`src/core/pm_regs.svh`:
```
// register offsets, field positions, reset values and timing counts of the conversion sequencer
`ifndef PM_REGS_SVH
`define PM_REGS_SVH

// register offsets (8-bit register pointer)
`define REG_CFG            8'h00
`define REG_CURRENT        8'h01
`define REG_BUS            8'h02
`define REG_POWER          8'h03
`define REG_MASK           8'h06

// measurement_configuration fields
`define CFG_MODE_HI        2
`define CFG_MODE_LO        0
`define CFG_ISH_CT_HI      5
`define CFG_ISH_CT_LO      3
`define CFG_BUS_CT_HI      8
`define CFG_BUS_CT_LO      6
`define CFG_AVG_HI         11
`define CFG_AVG_LO         9
`define CFG_RESET          16'h0007

// operating-mode bits: bit 0 converts current, bit 1 converts bus voltage, bit 2 runs continuously
`define MODE_SHUNT_BIT     0
`define MODE_BUS_BIT       1
`define MODE_CONT_BIT      2
`define MODE_CONT_BOTH     3'h7
`define MODE_PD_TRIG       3'h0
`define MODE_PD_CONT       3'h4

// alert_mask_and_flags fields
`define MASK_READY_BIT     3
`define MASK_WR_BITS       16'hfc03
`define MASK_RESET         16'h0000

// power scaling: 1.25 mA x 1.25 mV per code product, 10 mW per power code
`define PWR_DIVISOR        32'd6400
`define PWR_MAX            32'h0000_ffff

// timing
`define CLK_PERIOD_NS      50
`define WAKE_TIME_NS       40000
`define WAKE_CYCLES        ((`WAKE_TIME_NS + `CLK_PERIOD_NS - 1) / `CLK_PERIOD_NS)

// accumulator widths: 16-bit samples plus up to 1024 samples
`define ACC_W              26
`define CNT_W              11
`define TMR_W              10

`endif

```
`src/core/pm_pkg.sv`:
```
// types shared by the conversion sequencer and its sample accumulator
`include "pm_regs.svh"

package pm_pkg;

  typedef enum logic [2:0] {
    ST_POWER_DOWN,
    ST_WAKE,
    ST_START,
    ST_SHUNT,
    ST_BUS,
    ST_CALC,
    ST_LOAD,
    ST_IDLE
  } seq_state_t;

  typedef struct packed {
    logic signed [`ACC_W-1:0] cur_sum;
    logic        [`ACC_W-1:0] bus_sum;
    logic        [`ACC_W-1:0] pwr_sum;
  } acc_state_t;

  typedef struct packed {
    seq_state_t        state;
    logic [15:0]       cfg;
    logic [15:0]       mask_bits;
    logic              ready;
    logic [`CNT_W-1:0] count;
    logic [`TMR_W-1:0] timer;
    logic [15:0]       cur_sample;
    logic [15:0]       bus_sample;
    logic [15:0]       pwr_sample;
    logic [15:0]       cur_out;
    logic [15:0]       bus_out;
    logic [15:0]       pwr_out;
    logic [15:0]       rdata;
    logic              adc_start;
    logic              adc_sel_bus;
  } seq_regs_t;

endpackage : pm_pkg

```
`src/core/sample_accumulator.sv`:
```
// running sums of current, bus voltage and power with power-of-two averaging
`timescale 1ns/1ps
`include "pm_regs.svh"

module sample_accumulator
  import pm_pkg::*;
(
  // clock and reset
  input  wire logic        ref_clk_i,
  input  wire logic        reset_i,
  // control
  input  wire logic        clear_i,
  input  wire logic        add_i,
  input  wire logic [3:0]  shift_i,
  // one sample set
  input  wire logic [15:0] cur_i,
  input  wire logic [15:0] bus_i,
  input  wire logic [15:0] pwr_i,
  // averages of the sums
  output logic      [15:0] cur_avg_o,
  output logic      [15:0] bus_avg_o,
  output logic      [15:0] pwr_avg_o
);

  acc_state_t q;
  acc_state_t d;
  logic signed [`ACC_W-1:0] cur_shift;
  logic        [`ACC_W-1:0] bus_shift;
  logic        [`ACC_W-1:0] pwr_shift;

  // clear and add together starts a fresh sum with this sample
  always_comb begin
    d = q;
    if (clear_i) begin
      d.cur_sum = '0;
      d.bus_sum = '0;
      d.pwr_sum = '0;
    end
    if (add_i) begin
      d.cur_sum = (clear_i ? '0 : q.cur_sum) + `ACC_W'(signed'(cur_i));
      d.bus_sum = (clear_i ? '0 : q.bus_sum) + `ACC_W'(bus_i);
      d.pwr_sum = (clear_i ? '0 : q.pwr_sum) + `ACC_W'(pwr_i);
    end
  end

  always_ff @(posedge ref_clk_i) begin
    if (reset_i) begin
      q <= '0;
    end else begin
      q <= d;
    end
  end

  // averaging counts are powers of two, so the mean is a right shift, arithmetic only for the signed current sum
  assign cur_shift = q.cur_sum >>> shift_i;
  assign bus_shift = q.bus_sum >> shift_i;
  assign pwr_shift = q.pwr_sum >> shift_i;
  assign cur_avg_o = cur_shift[15:0];
  assign bus_avg_o = bus_shift[15:0];
  assign pwr_avg_o = pwr_shift[15:0];

endmodule : sample_accumulator

```
`src/core/conversion_sequencer.sv`:
```
// conversion sequencing, averaging and result registers of the current, bus-voltage and power monitor
`timescale 1ns/1ps
`include "pm_regs.svh"

// Function
// mode 111 converts current then bus voltage continuously, sequence after sequence.
// each current sample is computed from the shunt code, then power from it.
// every sequence adds into the accumulator until the programmed averaging count.
// output registers load only after full averaging and hold until the next result.
// reading output registers never disturbs the conversion in progress.
// modes exist converting only current or only bus voltage.
// writing mode 001, 010 or 011 starts one single-shot measurement set.
// every configuration write restarts a single shot, even with the same mode.
// power-down mode exists; leaving it waits 40 us before converting.
// registers stay readable and writable in power-down.
// power-down lasts until an active mode is written to configuration.
// ready flag sets only when conversions, averaging and multiplication are done.
// configuration writes clear the ready flag, except writes selecting power-down.
// reading the mask/flags register clears the ready flag.
// current and power math runs beside conversion, not adding conversion time; the code spends one ST_CALC cycle on it after each sequence.
// per-sample values go only to the accumulator unless averaging is one.
// bus voltage code weighs 1.25 mV per bit, full scale 40.96 V.
// negative current reads as two's complement; power always reads positive.
// after a single shot the block idles, results held, until a configuration write.
module conversion_sequencer
  import pm_pkg::*;
(
  // clock and reset
  input  wire logic        ref_clk_i,
  input  wire logic        reset_i,
  // register port
  input  wire logic [7:0]  reg_addr_i,
  input  wire logic        reg_wr_i,
  input  wire logic        reg_rd_i,
  input  wire logic [15:0] reg_wdata_i,
  output logic      [15:0] reg_rdata_o,
  // converter
  output logic             adc_start_o,
  output logic             adc_sel_bus_o,
  output logic      [2:0]  adc_conv_time_o,
  output logic             analog_pd_o,
  input  wire logic        adc_done_i,
  input  wire logic [15:0] adc_data_i,
  // status
  output logic             conversion_ready_flag_o
);

  seq_regs_t q;
  seq_regs_t d;

  logic        cfg_wr;
  logic        mask_wr;
  logic        mask_rd;
  logic [2:0]  mode;
  logic [2:0]  new_mode;
  logic        new_is_pd;
  logic [3:0]  avg_shift;
  logic        acc_clear;
  logic        acc_add;
  logic        load_evt;
  logic [15:0] cur_avg;
  logic [15:0] bus_avg;
  logic [15:0] pwr_avg;

  // averaging code to log2 of sample count: 1, 4, 16, 64, 128, 256, 512, 1024
  function automatic logic [3:0] avg_log2(input logic [2:0] code);
    case (code)
      3'h0:    avg_log2 = 4'h0;
      3'h1:    avg_log2 = 4'h2;
      3'h2:    avg_log2 = 4'h4;
      3'h3:    avg_log2 = 4'h6;
      3'h4:    avg_log2 = 4'h7;
      3'h5:    avg_log2 = 4'h8;
      3'h6:    avg_log2 = 4'h9;
      default: avg_log2 = 4'ha;
    endcase
  endfunction : avg_log2

  // power code from current and bus codes; the magnitude keeps power positive
  function automatic logic [15:0] calc_power(input logic [15:0] cur, input logic [15:0] bus);
    logic [15:0] mag;
    logic [31:0] prod;
    mag  = cur[15] ? 16'(-cur) : cur;
    prod = (32'(mag) * 32'(bus)) / `PWR_DIVISOR;
    calc_power = (prod > `PWR_MAX) ? 16'hffff : prod[15:0];
  endfunction : calc_power

  function automatic logic is_power_down(input logic [2:0] m);
    is_power_down = (m == `MODE_PD_TRIG) || (m == `MODE_PD_CONT);
  endfunction : is_power_down

  assign mode      = q.cfg[`CFG_MODE_HI:`CFG_MODE_LO];
  assign new_mode  = reg_wdata_i[`CFG_MODE_HI:`CFG_MODE_LO];
  assign new_is_pd = is_power_down(new_mode);
  assign avg_shift = avg_log2(q.cfg[`CFG_AVG_HI:`CFG_AVG_LO]);
  assign cfg_wr    = reg_wr_i && (reg_addr_i == `REG_CFG);
  assign mask_wr   = reg_wr_i && (reg_addr_i == `REG_MASK);
  assign mask_rd   = reg_rd_i && (reg_addr_i == `REG_MASK);

  always_comb begin
    d           = q;
    d.adc_start = 1'b0;
    acc_clear   = 1'b0;
    acc_add     = 1'b0;
    load_evt    = 1'b0;

    // sequencing
    case (q.state)
      ST_POWER_DOWN: begin
        d.state = ST_POWER_DOWN;
      end
      ST_WAKE: begin
        if (q.timer == `TMR_W'(`WAKE_CYCLES - 1)) begin
          d.timer = '0;
          d.state = ST_START;
        end else begin
          d.timer = q.timer + 1'b1;
        end
      end
      ST_START: begin
        d.adc_start = 1'b1;
        if (mode[`MODE_SHUNT_BIT]) begin
          d.adc_sel_bus = 1'b0;
          d.state       = ST_SHUNT;
        end else begin
          d.adc_sel_bus = 1'b1;
          d.state       = ST_BUS;
        end
      end
      ST_SHUNT: begin
        if (adc_done_i) begin
          // integrated shunt makes the shunt code the current code directly
          d.cur_sample = adc_data_i;
          if (mode[`MODE_BUS_BIT]) begin
            d.adc_start   = 1'b1;
            d.adc_sel_bus = 1'b1;
            d.state       = ST_BUS;
          end else begin
            d.state = ST_CALC;
          end
        end
      end
      ST_BUS: begin
        if (adc_done_i) begin
          d.bus_sample = adc_data_i;
          d.state      = ST_CALC;
        end
      end
      ST_CALC: begin
        // one cycle against conversions of many microseconds
        d.pwr_sample = calc_power(q.cur_sample, q.bus_sample);
        acc_add      = 1'b1;
        if (q.count == `CNT_W'((1 << avg_shift) - 1)) begin
          d.count = '0;
          d.state = ST_LOAD;
        end else begin
          d.count = q.count + 1'b1;
          d.state = ST_START;
        end
      end
      ST_LOAD: begin
        d.cur_out = cur_avg;
        d.bus_out = bus_avg;
        d.pwr_out = pwr_avg;
        acc_clear = 1'b1;
        load_evt  = 1'b1;
        d.state   = mode[`MODE_CONT_BIT] ? ST_START : ST_IDLE;
      end
      ST_IDLE: begin
        d.state = ST_IDLE;
      end
      default: begin
        d.state = ST_POWER_DOWN;
      end
    endcase

    // reads: data registers come straight from held results, never from the sequence
    if (reg_rd_i) begin
      case (reg_addr_i)
        `REG_CFG:     d.rdata = q.cfg;
        `REG_CURRENT: d.rdata = q.cur_out;
        `REG_BUS:     d.rdata = q.bus_out;
        `REG_POWER:   d.rdata = q.pwr_out;
        `REG_MASK: begin
          d.rdata                  = q.mask_bits;
          d.rdata[`MASK_READY_BIT] = q.ready;
        end
        default:      d.rdata = 16'h0000;
      endcase
    end
    if (mask_rd) begin
      d.ready = 1'b0;
    end

    if (mask_wr) begin
      d.mask_bits = reg_wdata_i & `MASK_WR_BITS;
    end

    // a configuration write aborts the sequence and discards partial sums, except a sample added in that same cycle, which starts the new sum
    if (cfg_wr) begin
      d.cfg     = reg_wdata_i;
      d.count   = '0;
      d.timer   = '0;
      acc_clear = 1'b1;
      load_evt  = 1'b0;
      if (new_is_pd) begin
        d.state = ST_POWER_DOWN;
      end else begin
        d.ready = 1'b0;
        // every write restarts, including a repeat of the same single-shot mode
        // a write during warm-up restarts the wait rather than cutting it short
        d.state = ((q.state == ST_POWER_DOWN) || (q.state == ST_WAKE)) ? ST_WAKE : ST_START;
      end
    end

    // a completion in the same cycle as a mask read still sets the flag; an active configuration write keeps it clear
    if ((q.state == ST_LOAD) && !(cfg_wr && !new_is_pd)) begin
      d.ready = 1'b1;
    end
  end

  always_ff @(posedge ref_clk_i) begin
    if (reset_i) begin
      q             <= '0;
      q.state       <= ST_WAKE;
      q.cfg         <= `CFG_RESET;
      q.mask_bits   <= `MASK_RESET;
    end else begin
      q <= d;
    end
  end

  sample_accumulator u_accumulator (
    .ref_clk_i (ref_clk_i),
    .reset_i   (reset_i),
    .clear_i   (acc_clear),
    .add_i     (acc_add),
    .shift_i   (avg_shift),
    .cur_i     (q.cur_sample),
    .bus_i     (q.bus_sample),
    .pwr_i     (d.pwr_sample),
    .cur_avg_o (cur_avg),
    .bus_avg_o (bus_avg),
    .pwr_avg_o (pwr_avg)
  );

  assign reg_rdata_o             = q.rdata;
  assign adc_start_o             = q.adc_start;
  assign adc_sel_bus_o           = q.adc_sel_bus;
  assign adc_conv_time_o         = q.adc_sel_bus ? q.cfg[`CFG_BUS_CT_HI:`CFG_BUS_CT_LO]
                                                 : q.cfg[`CFG_ISH_CT_HI:`CFG_ISH_CT_LO];
  assign analog_pd_o             = (q.state == ST_POWER_DOWN);
  assign conversion_ready_flag_o = q.ready;

endmodule : conversion_sequencer

```
`config.mk`:
```
export PLATFORM = sky130hd
export DESIGN_NAME = conversion_sequencer
export DESIGN_NICKNAME = d
export VERILOG_FILES = /design/src/core/pm_pkg.sv /design/src/core/sample_accumulator.sv /design/src/core/conversion_sequencer.sv
export VERILOG_INCLUDE_DIRS = /design/src /design/src/core
export SDC_FILE = /design/constraint.sdc
export NUM_CORES = 2
export LEC_CHECK = 0
export ABC_AREA = 1
export BUFFER_PORTS_ARGS = -buffer_cell sky130_fd_sc_hd__buf_4
export CORE_AREA = 2 2 215 217
export CTS_CLUSTER_SIZE = 28
export DETAILED_ROUTE_END_ITERATION = 7
export DIE_AREA = 0 0 217 219
export PLACE_DENSITY = 0.76
export SYNTH_ARGS = -nofsm -noshare
export SYNTH_HDL_FRONTEND = slang
export SYNTH_SLANG_ARGS = --single-unit
export TNS_END_PERCENT = 100
```
`constraint.sdc`:
```
create_clock -name ref_clk_i -period 18.53 [get_ports ref_clk_i]
set_input_delay 3.706 -clock ref_clk_i [delete_from_list [all_inputs] [get_ports ref_clk_i]]
set_output_delay 3.706 -clock ref_clk_i [all_outputs]
set_load 0.05 [all_outputs]
```
==> flow_summary.html <==
<table>
<tr><th>Metric</th><th>Value</th></tr>
<tr><th colspan="2">Run status</th></tr>
<tr><td>Run status</td><td>complete, no violations</td></tr>
<tr><th colspan="2">Yosys</th></tr>
<tr><td>Share of synthesized flip-flops with an asynchronous set or reset</td><td>0%</td></tr>
<tr><td>Netlist area before placement</td><td>26,760 um2</td></tr>
<tr><td>Multiplexer share of the synthesized area</td><td>0.1870%</td></tr>
<tr><td>Adder-cell area share of the yosys netlist</td><td>22.45%</td></tr>
<tr><td>Compound-cell area share of the yosys netlist</td><td>16.05%</td></tr>
<tr><td>Syn Nets</td><td>4,374</td></tr>
<tr><td>Synth cell types</td><td>74</td></tr>
<tr><td>Synth Area in Simple Gates</td><td>28.10%</td></tr>
<tr><td>Post-synth EDFFs</td><td>0</td></tr>
<tr><td>Synth area leader</td><td>dfxtp_1</td></tr>
<tr><td>Most area-consuming cells after synthesis</td><td>dfxtp_1 18%, fa_1 15%, nand2_1 12%</td></tr>
<tr><td>XOR/XNOR share of the synthesized area</td><td>2.909%</td></tr>
<tr><td>Prevailing post-synth register cell</td><td>dfxtp_1</td></tr>
<tr><td>Part of the Yosys area used for sequential elements</td><td>18.03%</td></tr>
<tr><td>Cell with the most instances after synthesis</td><td>nand2_1</td></tr>
<tr><td>Number of synthesized register bits</td><td>241</td></tr>
<tr><td>Average footprint of a synthesized cell</td><td>6.745 um2</td></tr>
<tr><td>Fraction of synthesized cell area taken by the top area cell type</td><td>18.03%</td></tr>
<tr><td>Synthesized instance count</td><td>3,967</td></tr>
<tr><td>Synth warnings</td><td>0</td></tr>
<tr><td>Top cells by count, synth</td><td>849 x nand2_1, 641 x inv_1, 364 x nor2_1</td></tr>
<tr><td>Main combinational cell family by area after synthesis</td><td>simple AND/OR/NAND/NOR gates</td></tr>
<tr><th colspan="2">Detailed routing</th></tr>
<tr><td>Pre-antenna DRT Iters</td><td>6</td></tr>
<tr><td>Residual DRC count</td><td>0</td></tr>
<tr><td>DRT met1 WL</td><td>31,400 um</td></tr>
<tr><td>Top sig layer</td><td>met4</td></tr>
<tr><td>Met3 WL</td><td>4993 um</td></tr>
<tr><td>Vias after detailed routing</td><td>26.17k</td></tr>
<tr><td>Antenna-violating nets left</td><td>0</td></tr>
<tr><td>Average via count per standard cell</td><td>5.621</td></tr>
<tr><td>1st-iter DRT viols</td><td>2,296</td></tr>
<tr><td>Routed length per instance</td><td>16.36 um</td></tr>
<tr><td>Detailed-route wire length</td><td>76,140 um</td></tr>
<tr><td>Met2 wirelength from detailed routing</td><td>35,980 um</td></tr>
<tr><th colspan="2">Worst hold path</th></tr>
<tr><td>Worst hold path type</td><td>reg2reg</td></tr>
<tr><td>Worst Hold Launch</td><td>reg_rdata_o[2]$_SDFFE_PP0P_</td></tr>
<tr><th colspan="2">Critical path</th></tr>
<tr><td>Buffers &amp; Inverters on Critical Path</td><td>18</td></tr>
<tr><td>Critical path's top delay family</td><td>simple AND/OR/NAND/NOR gates</td></tr>
<tr><td>CP endpoint kind</td><td>flip-flop</td></tr>
<tr><td>RR Startpoint</td><td>q[99]$_SDFFE_PP0P_</td></tr>
<tr><td>Kind of launch point of the worst setup path</td><td>flip-flop</td></tr>
<tr><td>Kind of critical path</td><td>reg2reg</td></tr>
<tr><td>Cell repeated most along the worst path</td><td>nand2_4</td></tr>
<tr><td>Biggest cell delay along the critical path</td><td>0.57 ns</td></tr>
<tr><td>Data arrival, critical path</td><td>18.90 ns</td></tr>
<tr><td>Worst endpoint required time</td><td>18.96 ns</td></tr>
<tr><td>Critical path fanouts, max</td><td>7</td></tr>
<tr><td>Worst setup path start</td><td>q[99]$_SDFFE_PP0P_</td></tr>
<tr><td>Critical Path Slowest Stage Cell</td><td>fa_1</td></tr>
<tr><th colspan="2">Clock network</th></tr>
<tr><td>Root buffer selected by CTS</td><td>clkbuf_16</td></tr>
<tr><td>Clock sink count</td><td>241</td></tr>
<tr><td>Number of buffers on the longest clock path</td><td>3</td></tr>
<tr><td>TritonCTS buffer count</td><td>27</td></tr>
<tr><td>TritonCTS clock tree</td><td>done</td></tr>
<tr><td>CTS H-tree lvls</td><td>1</td></tr>
<tr><td>Clk Latency, worst-skew pair</td><td>0.57 ns</td></tr>
<tr><td>Reg clk slew, reported paths</td><td>0.06 ns</td></tr>
<tr><th colspan="2">Layout</th></tr>
<tr><td>Antenna cell count</td><td>0</td></tr>
<tr><td>Fraction of final layout cells with drive strength greater than 1</td><td>18.13%</td></tr>
<tr><td>Total area of multi-input combinational cells</td><td>20,260 um2</td></tr>
<tr><td>Post-layout instance count excluding filler cells</td><td>4,655</td></tr>
<tr><td>Fill cells</td><td>3,765</td></tr>
<tr><td>Nets@finish</td><td>4,444</td></tr>
<tr><td>Seq. cell area</td><td>4832 um2</td></tr>
<tr><td>Area added between synthesis and finish</td><td>15.79%</td></tr>
<tr><th colspan="2">STA</th></tr>
<tr><td>Setup violations, final</td><td>0</td></tr>
<tr><td>Pins Over Slew Limit</td><td>0</td></tr>
<tr><td>Portion of the clock cycle consumed by the worst path in the final layout</td><td>99.70%</td></tr>
<tr><td>Fmax achieved</td><td>54.13 MHz</td></tr>
<tr><td>Total count of hold-check failures in the final report</td><td>0</td></tr>
<tr><td>Relative slew slack</td><td>23.76%</td></tr>
<tr><td>Unrepaired setup endpoints after global routing</td><td>true</td></tr>
<tr><td>Worst-margin pin slew</td><td>1.136 ns</td></tr>
<tr><td>WHS</td><td>0.4671 ns</td></tr>
<tr><td>Post-Route Skew</td><td>0.02072 ns</td></tr>
<tr><td>Post-layout minimum cycle time</td><td>18.47 ns</td></tr>
<tr><td>Final Worst Setup Slack</td><td>0.05617 ns</td></tr>
<tr><th colspan="2">Die</th></tr>
<tr><td>Overall die area</td><td>47,520 um2</td></tr>
<tr><td>Initial core utilization</td><td>59.34%</td></tr>
<tr><td>Area of the core region</td><td>45,090 um2</td></tr>
<tr><td>Die span in y</td><td>219 um</td></tr>
<tr><td>Die extent in x</td><td>217 um</td></tr>
<tr><td>Total I/O pin count</td><td>68</td></tr>
<tr><td>Std cell rows</td><td>78</td></tr>
<tr><th colspan="2">Placement</th></tr>
<tr><td>DPL Wire Length</td><td>55,100 um</td></tr>
<tr><td>Cell Count Post-Placement</td><td>4,540</td></tr>
<tr><td>Worst slack at placement</td><td>-0.2294 ns</td></tr>
<tr><td>Number of I/O port buffers</td><td>67</td></tr>
<tr><td>Placer's final routability congestion estimate</td><td>0.9621</td></tr>
<tr><th colspan="2">Power and ir drop</th></tr>
<tr><td>Total power draw</td><td>4.813 mW</td></tr>
<tr><td>Peak supply drop</td><td>0.4388 mV</td></tr>
<tr><td>Static power due to leakage</td><td>15.53 nW</td></tr>
<tr><td>Power per Cell Area</td><td>155.3 nW/um2</td></tr>
<tr><th colspan="2">GRT</th></tr>
<tr><td>Vias in the first global route</td><td>24.06k</td></tr>
<tr><td>Overall routing resource usage</td><td>30.24%</td></tr>
<tr><td>Antenna violations before repair</td><td>0</td></tr>
<tr><td>Remaining global-route overflow</td><td>0</td></tr>
<tr><td>Maximum number of pins on one net before global-route repair</td><td>123</td></tr>
<tr><td>Wire length of the first global-routing pass</td><td>118,300 um</td></tr>
<tr><th colspan="2">Run</th></tr>
<tr><td># Max-Cap Violations</td><td>0</td></tr>
</table>
==> cell families after synthesis <==
kind of cell / after synthesis
buf+inv: 844
xor+xnor: 88
compound gates: 765
fa+ha+maj: 362
other cells: 1
simple gates: 1661
mux: 5
flops: 241
==> worst paths after layout <==
check	endpoint	slack, ns	cells past startpoint
min reg2reg	reg_rdata_o[2]$_SDFFE_PP0P_	0.47	2
max	u_accumulator.q[24]$_SDFFE_PP0P_	0.06	144
max reg2reg	u_accumulator.q[24]$_SDFFE_PP0P_	0.06	144
min	reg_rdata_o[2]$_SDFFE_PP0P_	0.47	2
==> what timing repair did <==
action / 4_1_cts / 5_1_grt
pin swaps: 0 / 161
setup buffers: 0 / 68
endpoints found under the hold margin: 0 / 0
setup endpoints to repair: 5 / 20
resized for setup: 4 / 420
hold buffers: 0 / 0
==> routing by layer <==
metal	track usage, %	up-vias
li1	-	12780
met1	38.76	12200
met3	3.631	225
met2	51.41	965
met4	13.17	0
met5	0	-
==> power by group <==
part           internal [mW]  switching [mW]
logic                   1.32            2.30
clock network          0.344           0.226
registers              0.572          0.0468
==> flip-flops by register name, indices dropped and copies added (netlist names) <==
name / cells
q: 141
mode: 3
adc_start_o: 1
conversion_ready_flag_o: 1
u_accumulator.q: 78
adc_sel_bus_o: 1
reg_rdata_o: 16
==> worst reg2reg max path, delay by kind of cell (launching register included) <==
family / cells / cell delay [ns]
AO/OA/AOI/OAI: 13 / 1.72
XOR/XNOR: 2 / 0.42
adder cells (fa/ha/maj): 10 / 4.13
buffers and inverters: 18 / 1.63
flip-flops: 1 / 0.37
AND/OR/NAND/NOR: 101 / 10.10
==> cell usage in the layout, fill, tap and decap left out, types with 127 or more instances in the layout <==
cell type	Yosys	routed
nor2_1	364	342
a21oi_1	262	243
buf_4	17	192
dfxtp_1	241	239
nand2_1	849	752
nand2_2	100	127
ha_1	165	151
nand3_1	170	134
inv_1	641	604
o21ai_0	330	315
fa_1	197	193
==> per-stage QoR <==
| step | cell area [um2] | setup TNS [ns] | util, % |
|---|---|---|---|
| 2_1_floorplan | 26760 | 0 | - |
| 4_1_cts | 28840 | 0 | 63.95 |
| 3_3_place_gp | 27880 | 0 | 61.83 |
| 6_report | 30980 | 0 | 68.71 |
| 5_1_grt | 30980 | -10.22 | 68.71 |
| 3_5_place_dp | 27880 | -0.5525 | 61.83 |
==> cell type report <==
class                   instances  share of cell area, %
multi-input cells            2882                  65.39
flip-flops and latches        241                  15.60
inverters                     680                  8.376
repair buffers                205                  5.193
clock buffers                  37                  2.463
well taps                     600                  2.423
clock inverters                10                 0.5533
No activity file was read; power rests on OpenSTA's default activity.
